===== config.mk =====
export PLATFORM = sky130hd
export DESIGN_NAME = front_panel_indicator_control
export DESIGN_NICKNAME = d
export VERILOG_FILES = /design/src/inc/panel_pkg.sv /design/src/logic/front_panel_indicator_control.sv
export VERILOG_INCLUDE_DIRS = /design/src /design/src/inc
export SDC_FILE = /design/constraint.sdc
export NUM_CORES = 1
export LEC_CHECK = 0
export BUFFER_PORTS_ARGS = -buffer_cell sky130_fd_sc_hd__buf_2
export CORE_ASPECT_RATIO = 1.1
export CORE_UTILIZATION = 49
export CTS_CLUSTER_SIZE = 8
export DETAILED_ROUTE_END_ITERATION = 6
export PLACE_DENSITY = 0.76
export SLEW_MARGIN = 20
export SYNTH_ARGS = -nofsm -noshare
export SYNTH_HDL_FRONTEND = slang
export SYNTH_SLANG_ARGS = --single-unit

===== constraint.sdc =====
create_clock -name aclk -period 2.3 [get_ports aclk]
set_input_delay 0.115 -clock aclk [delete_from_list [all_inputs] [get_ports aclk]]
set_output_delay 0.115 -clock aclk [all_outputs]
set_load 0.02 [all_outputs]

===== src/inc/panel_map.svh =====
// register offsets, field positions, reset values and timing for the panel block
`ifndef PANEL_MAP_SVH
`define PANEL_MAP_SVH
`define OFS_CTRL 12'h000
`define OFS_STATUS 12'h004
`define OFS_IRQ_STAT 12'h008
`define OFS_IRQ_MASK 12'h00C
`define OFS_ALARM_TEXT 12'h010
`define OFS_LED 12'h014
`define OFS_DISPLAY 12'h018
`define CTRL_ACT_POS 0
`define CTRL_IDLE_POS 2
`define CTRL_LOCAL_POS 4
`define CTRL_REMOTE_POS 5
`define CTRL_EBNO_THR_POS 8
`define CTRL_RESTORE_POS 31
`define ACT_LEVEL_RST 2'h3
`define IDLE_LEVEL_RST 2'h1
`define EBNO_THR_RST 8'h28
`define IRQ_KEY_BIT 0
`define IRQ_IDLE_BIT 1
`define IRQ_ALARM_BIT 2
`define CLK_HZ 20000000
`define IDLE_TIME_S 60
`define BLINK_HALF_MS 500
`define PWM_STEPS 3
`endif


===== src/inc/panel_pkg.sv =====
// types shared by the panel block
`default_nettype none
package panel_pkg;
	typedef enum logic [1:0] {
		level_off,
		level_third,
		level_two_thirds,
		level_full
	} level_e;
	typedef enum logic {
		bl_idle,
		bl_active
	} bl_state_e;
	typedef enum logic [3:0] {
		alm_none,
		alm_mod_fault,
		alm_demod_fault,
		alm_mod_warn,
		alm_low_level,
		alm_low_ebno,
		alm_backward,
		alm_test
	} alarm_text_e;
endpackage : panel_pkg
`default_nettype wire


===== src/logic/front_panel_indicator_control.sv =====
// front panel leds, lcd backlight and alarm text selection with axi4-lite regs
// Functional notes
// RULE1: key press forces backlight active at once
// RULE2: sixty idle seconds drop backlight to idle
// RULE3: each state has off/third/two-thirds/full level
// RULE4: restored defaults: active full, idle one-third
// RULE5: green normal, yellow improper, red traffic loss
// RULE6: lit alarm shows highest-priority alarm text
// RULE7: unit alarm red is alarm one OR two
// RULE8: local and remote green follow control setting
// RULE9: tx on steady, flashes in loopback carrier-off
// RULE10: mod major red on transmit failure
// RULE11: mod minor yellow on transmit warning
// RULE12: mod test yellow flashes during mod test
// RULE13: rx lock green needs carrier, data, fec
// RULE14: demod major red on receive failure
// RULE15: demod minor: low level, low ebno, backward
// RULE16: demod test yellow flashes during rx test
// RULE17: display fields: column, parameter, value line (only column and parameter are passed to the lcd)
// RULE18: one shared one hertz equal-phase blink
//
// The AXI4-Lite slave port and the register addresses were left to the implementer.
`timescale 1ns/1ns
`include "panel_map.svh"
`default_nettype none
module front_panel_indicator_control #(
	parameter int unsigned IDLE_CYCLES = `IDLE_TIME_S * `CLK_HZ,
	parameter int unsigned BLINK_HALF_CYCLES =
		`BLINK_HALF_MS * (`CLK_HZ / 1000)
) (
	// clock and reset
	input wire logic aclk,
	input wire logic aresetn,
	// axi4-lite write address
	input wire logic [11:0] s_axi_awaddr,
	input wire logic s_axi_awvalid,
	output logic s_axi_awready,
	// axi4-lite write data
	input wire logic [31:0] s_axi_wdata,
	input wire logic [3:0] s_axi_wstrb,
	input wire logic s_axi_wvalid,
	output logic s_axi_wready,
	// axi4-lite write response
	output logic [1:0] s_axi_bresp,
	output logic s_axi_bvalid,
	input wire logic s_axi_bready,
	// axi4-lite read address
	input wire logic [11:0] s_axi_araddr,
	input wire logic s_axi_arvalid,
	output logic s_axi_arready,
	// axi4-lite read data
	output logic [31:0] s_axi_rdata,
	output logic [1:0] s_axi_rresp,
	output logic s_axi_rvalid,
	input wire logic s_axi_rready,
	// keypad, any key, from a pin
	input wire logic key_pressed,
	// modem status from modem logic
	input wire logic tx_output_active,
	input wire logic if_loopback,
	input wire logic carrier_disabled,
	input wire logic tx_failed,
	input wire logic tx_warning,
	input wire logic mod_test,
	input wire logic rx_carrier_lock,
	input wire logic rx_data_lock,
	input wire logic rx_fec_sync,
	input wire logic rx_failed,
	input wire logic rx_low_level,
	input wire logic [7:0] rx_ebno,
	input wire logic rx_backward_alarm,
	input wire logic demod_test,
	input wire logic alarm_out_one,
	input wire logic alarm_out_two,
	input wire logic power_good,
	// display content from the menu processor
	input wire logic [1:0] disp_column,
	input wire logic [5:0] disp_param,
	// display content to the lcd
	output logic [1:0] lcd_column,
	output logic [5:0] lcd_param,
	output logic lcd_show_alarm,
	output logic [3:0] lcd_alarm_text,
	// backlight
	output logic backlight_on,
	output logic backlight_active,
	// leds: power, alarm, local, remote
	output logic led_power_green,
	output logic led_unit_alarm_red,
	output logic led_local_green,
	output logic led_remote_green,
	// leds: modulator column
	output logic led_tx_on_green,
	output logic led_mod_major_red,
	output logic led_mod_minor_yellow,
	output logic led_mod_test_yellow,
	// leds: demodulator column
	output logic led_rx_lock_green,
	output logic led_demod_major_red,
	output logic led_demod_minor_yellow,
	output logic led_demod_test_yellow,
	// interrupt
	output logic irq
);
	// key pin synchroniser, second stage only is used
	logic key_s1_q, key_s2_q, key_prev_q, key_edge;
	always_ff @(posedge aclk) begin
		if (!aresetn) begin
			key_s1_q <= 1'b0;
			key_s2_q <= 1'b0;
			key_prev_q <= 1'b0;
		end else begin
			key_s1_q <= key_pressed;
			key_s2_q <= key_s1_q;
			key_prev_q <= key_s2_q;
		end
	end
	assign key_edge = key_s2_q & ~key_prev_q;

	// control register fields
	logic [1:0] act_level_q, idle_level_q;
	logic local_q, remote_q;
	logic [7:0] ebno_thr_q;
	logic [2:0] irq_stat_q, irq_mask_q;
	// axi write channel: address and data taken in either order
	logic aw_held_q, w_held_q, wr_fire;
	logic [11:0] awaddr_q;
	logic [31:0] wdata_q;
	logic [3:0] wstrb_q;
	assign s_axi_awready = !aw_held_q && !s_axi_bvalid;
	assign s_axi_wready = !w_held_q && !s_axi_bvalid;
	assign wr_fire = aw_held_q && w_held_q && !s_axi_bvalid;
	always_ff @(posedge aclk) begin
		if (!aresetn) begin
			aw_held_q <= 1'b0;
			w_held_q <= 1'b0;
			awaddr_q <= 12'h000;
			wdata_q <= 32'h00000000;
			wstrb_q <= 4'h0;
			s_axi_bvalid <= 1'b0;
			s_axi_bresp <= 2'h0;
		end else begin
			if (s_axi_awvalid && s_axi_awready) begin
				aw_held_q <= 1'b1;
				awaddr_q <= s_axi_awaddr;
			end
			if (s_axi_wvalid && s_axi_wready) begin
				w_held_q <= 1'b1;
				wdata_q <= s_axi_wdata;
				wstrb_q <= s_axi_wstrb;
			end
			if (wr_fire) begin
				aw_held_q <= 1'b0;
				w_held_q <= 1'b0;
				s_axi_bvalid <= 1'b1;
				case (awaddr_q)
				`OFS_CTRL, `OFS_IRQ_STAT, `OFS_IRQ_MASK: s_axi_bresp <= 2'h0;
				default: s_axi_bresp <= 2'h2;
				endcase
			end else if (s_axi_bvalid && s_axi_bready) begin
				s_axi_bvalid <= 1'b0;
			end
		end
	end

	// register writes; restore bit reloads the active and idle level defaults
	logic wr_ctrl, wr_stat;
	assign wr_ctrl = wr_fire && awaddr_q == `OFS_CTRL;
	assign wr_stat = wr_fire && awaddr_q == `OFS_IRQ_STAT && wstrb_q[0];
	always_ff @(posedge aclk) begin
		if (!aresetn) begin
			act_level_q <= `ACT_LEVEL_RST; // RULE4
			idle_level_q <= `IDLE_LEVEL_RST; // RULE4
			local_q <= 1'b1;
			remote_q <= 1'b1;
			ebno_thr_q <= `EBNO_THR_RST;
			irq_mask_q <= 3'h0;
		end else if (wr_ctrl && wstrb_q[3] && wdata_q[`CTRL_RESTORE_POS]) begin
			act_level_q <= `ACT_LEVEL_RST; // RULE4
			idle_level_q <= `IDLE_LEVEL_RST; // RULE4
		end else begin
			if (wr_ctrl && wstrb_q[0]) begin
				act_level_q <= wdata_q[`CTRL_ACT_POS +: 2]; // RULE3
				idle_level_q <= wdata_q[`CTRL_IDLE_POS +: 2]; // RULE3
				local_q <= wdata_q[`CTRL_LOCAL_POS];
				remote_q <= wdata_q[`CTRL_REMOTE_POS];
			end
			if (wr_ctrl && wstrb_q[1])
				ebno_thr_q <= wdata_q[`CTRL_EBNO_THR_POS +: 8];
			if (wr_fire && awaddr_q == `OFS_IRQ_MASK && wstrb_q[0])
				irq_mask_q <= wdata_q[2:0];
		end
	end

	// backlight timer, restarted on every key press
	logic [31:0] idle_cnt_q;
	logic bl_active_q, idle_event;
	assign idle_event = bl_active_q && !key_edge && idle_cnt_q == 32'h1;
	always_ff @(posedge aclk) begin
		if (!aresetn) begin
			idle_cnt_q <= IDLE_CYCLES;
			bl_active_q <= 1'b1;
		end else if (key_edge) begin
			idle_cnt_q <= IDLE_CYCLES; // RULE2
			bl_active_q <= 1'b1; // RULE1
		end else if (idle_cnt_q != 32'h0) begin
			idle_cnt_q <= idle_cnt_q - 32'h1;
			if (idle_cnt_q == 32'h1)
				bl_active_q <= 1'b0; // RULE2
		end
	end
	// brightness pwm in thirds; off never lights, full always
	logic [1:0] pwm_q, level_now;
	always_ff @(posedge aclk) begin
		if (!aresetn)
			pwm_q <= 2'h0;
		else
			pwm_q <= (pwm_q == 2'(`PWM_STEPS - 1)) ? 2'h0 : pwm_q + 2'h1;
	end
	assign level_now = bl_active_q ? act_level_q : idle_level_q; // RULE3
	always_ff @(posedge aclk) begin
		if (!aresetn)
			backlight_on <= 1'b0;
		else
			backlight_on <= pwm_q < level_now; // RULE3
	end
	assign backlight_active = bl_active_q;
	// shared blink enable, equal on and off halves
	logic [31:0] blink_cnt_q;
	logic blink_q;
	always_ff @(posedge aclk) begin
		if (!aresetn) begin
			blink_cnt_q <= 32'h0;
			blink_q <= 1'b0;
		end else if (blink_cnt_q == BLINK_HALF_CYCLES - 1) begin
			blink_cnt_q <= 32'h0;
			blink_q <= ~blink_q; // RULE18
		end else begin
			blink_cnt_q <= blink_cnt_q + 32'h1;
		end
	end
	// status inputs are same-clock logic and need no synchroniser
	logic low_ebno, tx_flash, demod_minor;
	assign low_ebno = rx_ebno < ebno_thr_q;
	assign tx_flash = if_loopback && carrier_disabled;
	assign demod_minor = rx_low_level | low_ebno | rx_backward_alarm;

	// led drive, each lamp wired to one colour only
	always_ff @(posedge aclk) begin
		if (!aresetn) begin
			led_power_green <= 1'b0;
			led_unit_alarm_red <= 1'b0;
			led_local_green <= 1'b0;
			led_remote_green <= 1'b0;
			led_tx_on_green <= 1'b0;
			led_mod_major_red <= 1'b0;
			led_mod_minor_yellow <= 1'b0;
			led_mod_test_yellow <= 1'b0;
			led_rx_lock_green <= 1'b0;
			led_demod_major_red <= 1'b0;
			led_demod_minor_yellow <= 1'b0;
			led_demod_test_yellow <= 1'b0;
		end else begin
			led_power_green <= power_good; // RULE5
			led_unit_alarm_red <= alarm_out_one | alarm_out_two; // RULE7
			led_local_green <= local_q; // RULE8
			led_remote_green <= remote_q; // RULE8
			// flash wins, a looped-back carrier is not really sending
			led_tx_on_green <= tx_flash ? blink_q : tx_output_active; // RULE9
			led_mod_major_red <= tx_failed; // RULE10
			led_mod_minor_yellow <= tx_warning; // RULE11
			led_mod_test_yellow <= mod_test & blink_q; // RULE12
			led_rx_lock_green <= rx_carrier_lock & rx_data_lock
				& rx_fec_sync; // RULE13
			led_demod_major_red <= rx_failed; // RULE14
			led_demod_minor_yellow <= demod_minor; // RULE15
			led_demod_test_yellow <= demod_test & blink_q; // RULE16
		end
	end

	// highest-priority alarm text, faults before warnings
	logic any_alarm;
	logic [3:0] alarm_sel;
	assign any_alarm = alarm_out_one | alarm_out_two | tx_failed | rx_failed
		| tx_warning | demod_minor;
	always_comb begin
		if (tx_failed)
			alarm_sel = panel_pkg::alm_mod_fault;
		else if (rx_failed)
			alarm_sel = panel_pkg::alm_demod_fault;
		else if (tx_warning)
			alarm_sel = panel_pkg::alm_mod_warn;
		else if (rx_low_level)
			alarm_sel = panel_pkg::alm_low_level;
		else if (low_ebno)
			alarm_sel = panel_pkg::alm_low_ebno;
		else if (rx_backward_alarm)
			alarm_sel = panel_pkg::alm_backward;
		else if (mod_test | demod_test)
			alarm_sel = panel_pkg::alm_test;
		else
			alarm_sel = panel_pkg::alm_none;
	end
	always_ff @(posedge aclk) begin
		if (!aresetn) begin
			lcd_show_alarm <= 1'b0;
			lcd_alarm_text <= 4'h0;
			lcd_column <= 2'h0;
			lcd_param <= 6'h00;
		end else begin
			lcd_show_alarm <= any_alarm; // RULE6
			lcd_alarm_text <= alarm_sel; // RULE6
			lcd_column <= disp_column; // RULE17
			lcd_param <= disp_param; // RULE17
		end
	end

	// sticky events; a set in the clearing cycle survives
	logic [2:0] ev;
	logic alarm_prev_q;
	assign ev = {any_alarm & ~alarm_prev_q, idle_event, key_edge};
	always_ff @(posedge aclk) begin
		if (!aresetn) begin
			irq_stat_q <= 3'h0;
			alarm_prev_q <= 1'b0;
		end else begin
			alarm_prev_q <= any_alarm;
			irq_stat_q <= (irq_stat_q & ~(wr_stat ? wdata_q[2:0] : 3'h0)) | ev;
		end
	end
	assign irq = |(irq_stat_q & irq_mask_q);

	// axi read channel, one cycle after address
	assign s_axi_arready = !s_axi_rvalid;
	always_ff @(posedge aclk) begin
		if (!aresetn) begin
			s_axi_rvalid <= 1'b0;
			s_axi_rdata <= 32'h00000000;
			s_axi_rresp <= 2'h0;
		end else if (s_axi_arvalid && s_axi_arready) begin
			s_axi_rvalid <= 1'b1;
			s_axi_rresp <= 2'h0;
			case (s_axi_araddr)
			`OFS_CTRL: s_axi_rdata <= {16'h0000, ebno_thr_q, 2'h0,
				remote_q, local_q, idle_level_q, act_level_q};
			`OFS_STATUS: s_axi_rdata <= {29'h0, any_alarm, bl_active_q,
				backlight_on};
			`OFS_IRQ_STAT: s_axi_rdata <= {29'h0, irq_stat_q};
			`OFS_IRQ_MASK: s_axi_rdata <= {29'h0, irq_mask_q};
			`OFS_ALARM_TEXT: s_axi_rdata <= {27'h0, lcd_show_alarm,
				lcd_alarm_text};
			`OFS_LED: s_axi_rdata <= {20'h0, led_demod_test_yellow,
				led_demod_minor_yellow, led_demod_major_red,
				led_rx_lock_green, led_mod_test_yellow,
				led_mod_minor_yellow, led_mod_major_red, led_tx_on_green,
				led_remote_green, led_local_green, led_unit_alarm_red,
				led_power_green};
			`OFS_DISPLAY: s_axi_rdata <= {24'h0, lcd_param, lcd_column};
			default: begin
				s_axi_rdata <= 32'h00000000;
				s_axi_rresp <= 2'h2;
			end
			endcase
		end else if (s_axi_rvalid && s_axi_rready) begin
			s_axi_rvalid <= 1'b0;
		end
	end
endmodule : front_panel_indicator_control
`default_nettype wire


After elaboration in Yosys (flattened, before gate mapping) --
Index checks and enable logic that the tools add are counted.
Storage, ports and cells: register bits 205, word-level logic and storage cells 147, RAM bits 0, memories 0, bits in read-only memories 0, latch bits 0, output and inout bits 69
Cells by class: add/subtract/negate cells 3, shifts and indexed selects 0, bitwise operators 23, muxes and demuxes 17, divide/modulo/power cells 0, $lt $le $gt $ge 2, equal/unequal tests 11, reductions and logical operators 46, $mul 0
Operators by type and width (number):
- case mux 16 bit (7 select lines) | 1
- == test 12 x 4 -> 1 bit, second input constant | 4
- == test 12 x 5 -> 1 bit, second input constant | 3
- adder 32 x 1 -> 32 bit, second input constant | 1
- == test 32 x 1 -> 1 bit, second input constant | 1
- == test 32 x 24 -> 1 bit, second input constant | 1
- nonzero test 32 bit | 1
- subtractor 32 x 1 -> 32 bit, second input constant | 1
- zero test 12 bit | 2
- logical AND 1 bit | 21
- two-way mux 3 bit | 5
- OR reduction 7 bit | 2
- == test 12 x 3 -> 1 bit, second input constant | 1
- OR reduction 2 bit | 6
- two-way mux 2 bit | 5
- < comparator 8 bit | 1
- OR 1 bit | 8
- AND reduction 2 bit | 4
- bitwise AND 1 bit | 6
- bitwise AND 3 bit | 2
- two-way mux 1 bit | 6
- OR reduction 3 bit | 2
- zero test 1 bit | 5
- inverter 1 bit | 5
- 7 further kinds | 8

Longest topological paths before layout --
Gate-level depths: netlist of the first run.
depth after elaboration 8, mapped depth 9

Worst setup path after synthesis of the first run --
OpenSTA, ideal clock, no wires.
path type reg-to-reg, from register idle_cnt_q[11], to register idle_cnt_q[3], data arrival time 2.042 ns, cell stages (with the launch flop) 8, path slack 0.131 ns, path buffers 2, cell sequence dfxtp_1 -> or4_4 -> or3_4 -> o41ai_4 -> buf_6 -> buf_12 -> xor2_2 -> nor2_1
On the way: word-level cells in the longest chain between the ends 1
Ends and longest elaborated chain:
- start: declaration | line front_panel_indicator_control.sv:196 | logic [31:0] idle_cnt_q;
- start signal: assignment | line front_panel_indicator_control.sv:207 | idle_cnt_q <= idle_cnt_q - 32'h1;
- nonzero test 32 bit | line front_panel_indicator_control.sv:206 | end else if (idle_cnt_q != 32'h0) begin
Every way passes these cells. A chain may end at the register's enable or synchronous reset.

Final worst setup path of the first run --
from register idle_cnt_q[12], to register idle_cnt_q[20]
On the way: word-level cells in the longest chain between the ends 1
Ends and longest elaborated chain (line):
- subtractor 32 x 1 -> 32 bit or nonzero test 32 bit (tied branches) | front_panel_indicator_control.sv:207, front_panel_indicator_control.sv:206
Several ways; a longest one is shown, not always the timed one.

==> reports/results.md, run 1 <==
* **CTS Root Buffer Type** clkbuf_16
* **layout overhead on the synthesized area** 27.8%
* **remaining routing DRC violations** 0
* **min-delay worst type** in2reg
* **first-pass GRT wire length** 29900 um
* **height of the die** 132 um
* **clock transition at the registers of the reported paths** 60 ps
* **htree depth** 4
* **clock network power share** 0.420
* **antenna cell count** 0
* **Total Routing Usage GR** 0.233
* **peak supply drop** 0.560 mV
* **leakage** 4.04 nW
* **detailed-route wire length** 18000 um
* **post-layout min period** 2210 ps
* **Yosys warnings** 0
* **routed vias** 6661
* **routed vias/inst** 5.32
* **setup clock skew after layout** 6.02 ps
* **share of Yosys cell area claimed by the top area cell type** 0.446
* **number of different library cells in the post-synthesis netlist** 69
* **transition time at the pin with the least slew margin** 725 ps
* **proportion of power drawn by combinational gates** 0.126
* **Largest delay share family, worst path** simple AND/OR/NAND/NOR gates
* **Filler cells** 1277
* **TritonCTS clock tree** yes
* **sequential fraction of the synthesis area** 0.446
* **pin count of the biggest net entering global routing** 65
* **share of total power consumed by net switching** 0.252
* **status** complete, no violations
* **placed insts** 1165
* **Worst Path Max Fanout** 4
* **Async S/R FF share, synth** 0
* **sequential share of power** 0.454
* **Longest Clk Path Bufs** 2
* **initial core utilization** 0.501
* **die area** 15900 um2
* **endpoint type of the worst setup path** register
* **most instantiated flip-flop cell in the synthesis netlist** dfxtp_1
* **Yosys top cell by area** dfxtp_1
* **total grt overflow** 0
* **row count** 47
* **commonest non-fill, non-tap cell in the layout** dfxtp_1
* **total count of hold-check failures in the final report** 0
* **crit-path cells** or4_4, or3_4, buf_4, a2111oi_2, xnor2_1, nor2_1
* **Pwr per Cell Area** 716 nW/um2
* **Final ANT Viol Nets** 0
* **Crit path required time** 2610 ps
* **mapped cell area** 7540 um2
* **via count of the first global-routing pass** 6256
* **worst path arrival time** 2530 ps
* **Final Max Slew Viols** 0
* **count of buffers from port buffering** 131
* **width of the chip** 120 um
* **number of nets in the layout** 1157
* **count of flip-flops with a built-in enable after synthesis** 0
* **achievable frequency** 452 MHz
* **largest cells by area after synthesis** dfxtp_1 45%, nand2_1 5.8%, mux2i_1 3.5%, nor2_1 3.3%, a21boi_0 3.2%
* **Syn Area/Cell** 8.96 um2
* **Skew-Pair Late Insertion Delay** 430 ps
* **MaxCap Viol Count** 0
* **FF+latch count, synth** 168
* **Top-Level Pins** 169
* **CP max-delay cell** or4_4
* **switching power of the nets** 0.00174 W
* **Relative slew margins** 0.513
* **final number of setup-violating endpoints** 0
* **CTS buffer count** 17
* **share of final-layout standard cells stronger than drive strength 1** 0.216
* **final core occ** 0.640
* **count of non-filler cells in the finished layout** 1253
* **Pre-antenna DRT Iters** 5
* **commonest cells after routing, fill and taps aside** 167 x dfxtp_1, 131 x buf_2, 116 x nand2_1, 66 x nor2_1, 54 x dlygate4sd3_1
* **Pint** 0.00516 W
* **gate count after technology mapping** 841
* **First DRT Iteration DRCs** 511
* **number of antenna violations at the first check in global routing** 0
* **Routed WL per cell** 14.4 um
* **area of the core** 15100 um2
* **routability congestion estimate** 0.864
* **Total Power Consumption** 0.00690 W
* **Crit Path Category** reg2reg
* **period utilisation layout** 0.961
* **slowest stage delay, CP** 550 ps
* **sum of net half-perimeters after detailed placement** 12500 um
* **startpoint type of the worst setup path** register
* **number of sinks handled by clock tree synthesis** 168
* **buffers plus inverters on the worst setup path** 1
final cells by class:
cell class | count | area, um2 | area share
well taps | 196 | 245 | 0.0255
repair buffers | 221 | 1480 | 0.154
multi-input cells | 617 | 3870 | 0.402
inverters | 20 | 75.1 | 0.00779
flip-flops and latches | 168 | 3360 | 0.349
clock inverters | 11 | 149 | 0.0155
clock buffers | 20 | 447 | 0.0464
worst register-to-register path, cell delays in order (launching register included):
cell	delay [ps]
dfxtp_2	340
or4_4	560
or3_4	380
buf_4	150
a2111oi_2	450
xnor2_1	170
nor2_1	60
through the flow:
step                      setup TNS, ps  area [um2]  hold WS (ps)  setup WS, ps
after global routing              -4.52        9630          31.9         -4.52
final                                 0        9630          24.7          88.8
after CTS                             0        9600          5.07          51.7
after detailed placement              0        8460           325          53.6
after floorplan                       0        7600           226           131
after global placement                0        8460           325          79.5
registers in the layout, summed over array words and instances (netlist names), 6 cells and up:
signal,cells
blink_cnt_q,32
s_axi_rdata,16
idle_cnt_q,32
wdata_q,15
awaddr_q,12
lcd_param,6
ebno_thr_q,8
path summary, 6_finish.rpt:
check / to / slack (ps) / cells past startpoint / from
worst max register to register: idle_cnt_q[20]$_SDFFE_PP0N_ / 90 / 6 / idle_cnt_q[12]$_SDFFE_PP0N_
worst min register to register: pwm_q[0]$_SDFF_PP0_ / 440 / 1 / pwm_q[0]$_SDFF_PP0_
worst max-delay path: idle_cnt_q[20]$_SDFFE_PP0N_ / 90 / 6 / idle_cnt_q[12]$_SDFFE_PP0N_
worst min-delay path: led_tx_on_green$_SDFF_PN0_ / 20 / 3 / if_loopback
cell families after synthesis:
kind of cell    Yosys count  share of synthesized area
flops                   168                      0.446
other cells               1                   0.000498
simple gates            379                      0.266
fa+ha+maj                12                     0.0199
buf+inv                  74                     0.0500
mux                      28                     0.0405
xor+xnor                 38                     0.0452
compound gates          141                      0.132
what timing repair did:
item	4_1_cts	5_1_grt
hold endpoints to repair	53	0
buffers inserted	0	3
gates resized for setup	0	3
endpoints found under the setup margin	0	10
hold buffers	54	0
layer usage:
| metal | wire, um | track usage | vias to the layer above |
|---|---|---|---|
| met5 | 0 | 0 | - |
| met4 | 369 | 0.0857 | 0 |
| met3 | 771 | 0.0502 | 25 |
| met2 | 8670 | 0.385 | 185 |
| met1 | 8180 | 0.298 | 3128 |
| li1 | - | - | 3323 |
synthesized netlist by cell type, types with 3 or more instances:
cell type / count
dfxtp_1: 168
nand2_1: 116
nor2_1: 66
a21boi_0: 32
and2_1: 29
o21ai_0: 29
clkbuf_1: 28
nand3_1: 27
mux2i_1: 26
xor2_1: 25
nor2b_1: 23
inv_1: 20
a21oi_1: 19
buf_4: 19
nand4_1: 17
nor4_1: 16
or3_1: 16
nand2b_1: 13
a22oi_1: 12
ha_1: 12
xnor2_1: 12
o31ai_1: 9
or4_1: 9
nor3_1: 8
a31oi_1: 7
o211ai_1: 7
and4_1: 5
and3_1: 4
nand3b_1: 4
a21oi_2: 3
buf_2: 3
nor4_2: 3
o2111ai_1: 3
o21a_1: 3
or2_2: 3
or4_4: 3
power by group through the flow:
stage	registers, W	logic (W)	clock network [W]
floorplan	0.00320	0.000536	0
global placement	0.00319	0.000768	0
detailed placement	0.00320	0.000784	0
CTS	0.00313	0.000859	0.00293
global route	0.00315	0.000955	0.00306
finish	0.00313	0.000868	0.00290
Note: power is estimated with default switching activity, not from simulation.
==> run 2: changes to the inputs <==
--- a/config.mk
+++ b/config.mk
@@ -8,10 +8,10 @@
 export LEC_CHECK = 0
 export BUFFER_PORTS_ARGS = -buffer_cell sky130_fd_sc_hd__buf_2
 export CORE_ASPECT_RATIO = 1.1
-export CORE_UTILIZATION = 49
+export CORE_UTILIZATION = 54
 export CTS_CLUSTER_SIZE = 8
 export DETAILED_ROUTE_END_ITERATION = 6
-export PLACE_DENSITY = 0.76
+export PLACE_DENSITY = 0.8
 export SLEW_MARGIN = 20
 export SYNTH_ARGS = -nofsm -noshare
 export SYNTH_HDL_FRONTEND = slang
==> constraint.sdc (replaced) <==
create_clock -name aclk -period 2.15 [get_ports aclk]
set_input_delay 0.1075 -clock aclk [delete_from_list [all_inputs] [get_ports aclk]]
set_output_delay 0.1075 -clock aclk [all_outputs]
set_load 0.02 [all_outputs]
==> run 2 against run 1 <==
  * Critical path type unchanged
  * Routed wire length rose by 5.3%
  * Clock skew rose by 4.2 ps
  * First-iteration DRC count fell by 7.0%
  * Final cell count rose by 0.32%
  * The run now ends with setup timing left
  * Largest cell class unchanged
  * Clock power rose by 9.7%
==> reports/results.md, run 2 (synthesis results as in run 1) <==
* **status** finished, violations left
* **violations in the final reports** setup timing
* **total routed wire length on the met1 layer** 8130 um, -0.70%
* **share of total power consumed by net switching** 0.256, +0.00381
* **row count** 44, -6.4%
* **switching power of the nets** 0.00194 W, +12%
* **clock network power share** 0.419, about the same
* **CTS Root Buffer Type** clkbuf_16
* **Pint** 0.00565 W, +9.5%
* **routability congestion estimate** 0.862, -0.24%
* **Filler cells** 945, -26%
* **total met2 wirelength after detailed routing** 9290 um, +7.2%
* **count of non-filler cells in the finished layout** 1257, +0.32%
* **remaining routing DRC violations** 0, unchanged
* **number of sinks handled by clock tree synthesis** 168, unchanged
* **end point of the worst hold path** s_axi_rdata[2]$_SDFFE_PN0P_
* **sequential share of power** 0.440, -0.014
* **worst slack after detailed placement** 25.5 ps, -28.1 ps
* **proportion of power drawn by combinational gates** 0.142, +0.016
* **transition time at the pin with the least slew margin** 656 ps, -68.8 ps
* **Total Routing Usage GR** 0.264, +0.0312
* **Reg2Reg Launch Point** idle_cnt_q[11]$_SDFFE_PP1N_
* **Final ANT Viol Nets** 0, unchanged
* **CP max-delay cell** or4_4
* **die area** 14400 um2, -9.1%
* **Top-Level Pins** 169, unchanged
* **Crit path required time** 2500 ps, -110 ps
* **first-pass GRT wire length** 30300 um, +1.4%
* **First DRT Iteration DRCs** 475, -7.0%
* **width of the chip** 115 um, -4.7%
* **worst reg2reg path endpoint** idle_cnt_q[28]$_SDFFE_PP0N_
* **htree depth** 4, unchanged
* **period utilisation layout** 1.00, +0.0412
* **Longest Clk Path Bufs** 2, unchanged
* **height of the die** 126 um, -4.7%
* **Total Power Consumption** 0.00759 W, +10%
* **detailed-route wire length** 19000 um, +5.3%
* **share of final-layout standard cells stronger than drive strength 1** 0.236, +0.0201
* **commonest cells after routing, fill and taps aside** 168 x dfxtp_1, 131 x buf_2, 115 x nand2_1, 66 x nor2_1, 54 x dlygate4sd3_1
* **achievable frequency** 464 MHz, +2.6%
* **Skew-Pair Late Insertion Delay** 430 ps, about the same
* **routed vias** 6847, +2.8%
* **area of the core** 13400 um2, -11%
* **routed vias/inst** 5.45, +2.5%
* **startpoint of the worst hold path** s_axi_araddr[10]
* **Pre-antenna DRT Iters** 5, unchanged
* **antenna cell count** 0, unchanged
* **CTS buffer count** 17, unchanged
* **total grt overflow** 0, unchanged
* **initial core utilization** 0.561, +0.0604
* **buffers plus inverters on the worst setup path** 2, +1
* **Worst Path Max Fanout** 5, +1
* **setup slack after layout** -5.71 ps, -94.5 ps
* **worst path arrival time** 2510 ps, -20 ps
* **Relative slew margins** 0.561, +0.0486
* **startpoint type of the worst setup path** register
* **setup clock skew after layout** 10.2 ps, +4.17 ps
* **Pwr per Cell Area** 770 nW/um2, +7.5%
* **Routed WL per cell** 15.1 um, +5.0%
* **final core occ** 0.734, +0.0941
* **Largest delay share family, worst path** simple AND/OR/NAND/NOR gates
* **unrepaired setup endpoints after global routing** true
* **sum of net half-perimeters after detailed placement** 12200 um, -2.1%
* **slowest stage delay, CP** 540 ps, about the same
* **MaxCap Viol Count** 0, unchanged
* **number of nets in the layout** 1172, +1.3%
* **number of antenna violations at the first check in global routing** 0, unchanged
* **worst reg2reg path depth** 7, +1
* **via count of the first global-routing pass** 6519, +4.2%
* **Crit Path Category** reg2reg
* **layout overhead on the synthesized area** 30.8%
* **Final Max Slew Viols** 0, unchanged
* **count of buffers from port buffering** 131, unchanged
* **leakage** 4.18 nW, +3.6%
* **min-delay worst type** in2reg
* **clock transition at the registers of the reported paths** 60 ps, about the same
* **worst-case register-to-register setup slack** -6 ps, -90 ps
* **pin count of the biggest net entering global routing** 40, -38%
* **commonest non-fill, non-tap cell in the layout** dfxtp_1
* **final number of setup-violating endpoints** 1, +1
* **Top Layer Used** met4
* **placed insts** 1165, unchanged
* **TritonCTS clock tree** yes
* **crit-path cells** or4_4, buf_6, nor3_4, nand4_1, buf_4, or3_1, a21oi_1
* **hold path depth** 4, +1
* **total count of hold-check failures in the final report** 0, unchanged
* **largest registers in the final layout** blink_cnt_q x32, idle_cnt_q x32, s_axi_rdata x16
* **post-layout min period** 2160 ps, -55.5 ps
* **peak supply drop** 0.570 mV, +1.8%
* **endpoint type of the worst setup path** register
* **DR WL met3** 953 um, +24%
[run 2: through the flow]
step / hold WS (ps) / area, um2 / TNS [ps]
2_1_floorplan: 219 / 7600 / 0
3_3_place_gp: 318 / 8560 / 0
3_5_place_dp: 317 / 8560 / 0
4_1_cts: 3.08 / 9730 / 0
5_1_grt: 31.8 / 9860 / -299
6_report: 30.2 / 9860 / -5.71
[run 2: how the worst max path moves through the flow]
stage	from	slack, ps	endpoint	depth (start not counted)
6_report	idle_cnt_q[11]$_SDFFE_PP1N_	-6	idle_cnt_q[28]$_SDFFE_PP0N_	7
3_5_place_dp	idle_cnt_q[3]$_SDFFE_PP0N_	30	idle_cnt_q[26]$_SDFFE_PP1N_	6
5_1_grt	idle_cnt_q[11]$_SDFFE_PP1N_	-80	idle_cnt_q[28]$_SDFFE_PP0N_	7
4_1_cts	idle_cnt_q[3]$_SDFFE_PP0N_	4	idle_cnt_q[26]$_SDFFE_PP1N_	6
2_1_floorplan	idle_cnt_q[11]$_SDFFE_PP1N_	20	idle_cnt_q[3]$_SDFFE_PP0N_	7
3_3_place_gp	idle_cnt_q[11]$_SDFFE_PP1N_	70	idle_cnt_q[21]$_SDFFE_PP0N_	6
[run 2: worst min-delay path: cells and delay by family]
| kind | cells | cell delay [ps] |
|---|---|---|
| AOI/OAI and AO/OA | 2 | 160 |
| buffers and inverters | 1 | 80 |
| and+or+nand+nor | 1 | 60 |
[run 2: routing by layer]
layer / vias to the layer above / global-route usage
met5: - / 0
met3: 55 / 0.0491
li1: 3353 / -
met2: 253 / 0.453
met4: 0 / 0.130
met1: 3186 / 0.317
[run 2: area by class of cell]
type,count,area [um2],share of cell area
multi-input combinational,617,3930,0.398
sequential,168,3360,0.341
timing repair buffer,236,1650,0.167
clock buffer,19,453,0.0459
tap,184,230,0.0234
clock inverter,13,168,0.0170
inverter,20,75.1,0.00761
[run 2: power by group through the flow]
stage / Clock [W] / Combinational [W] / Sequential (W)
detailed placement: 0 / 0.000901 / 0.00340
global placement: 0 / 0.000879 / 0.00340
global route: 0.00336 / 0.00117 / 0.00335
floorplan: 0 / 0.000573 / 0.00342
CTS: 0.00321 / 0.000982 / 0.00333
finish: 0.00318 / 0.00107 / 0.00334
[run 2: repair_timing]
item | in CTS | in global routing
hold buffers | 54 | 0
setup endpoints to repair | 0 | 53
setup buffers | 0 | 5
resized for setup | 0 | 16
hold endpoints to repair | 53 | 0
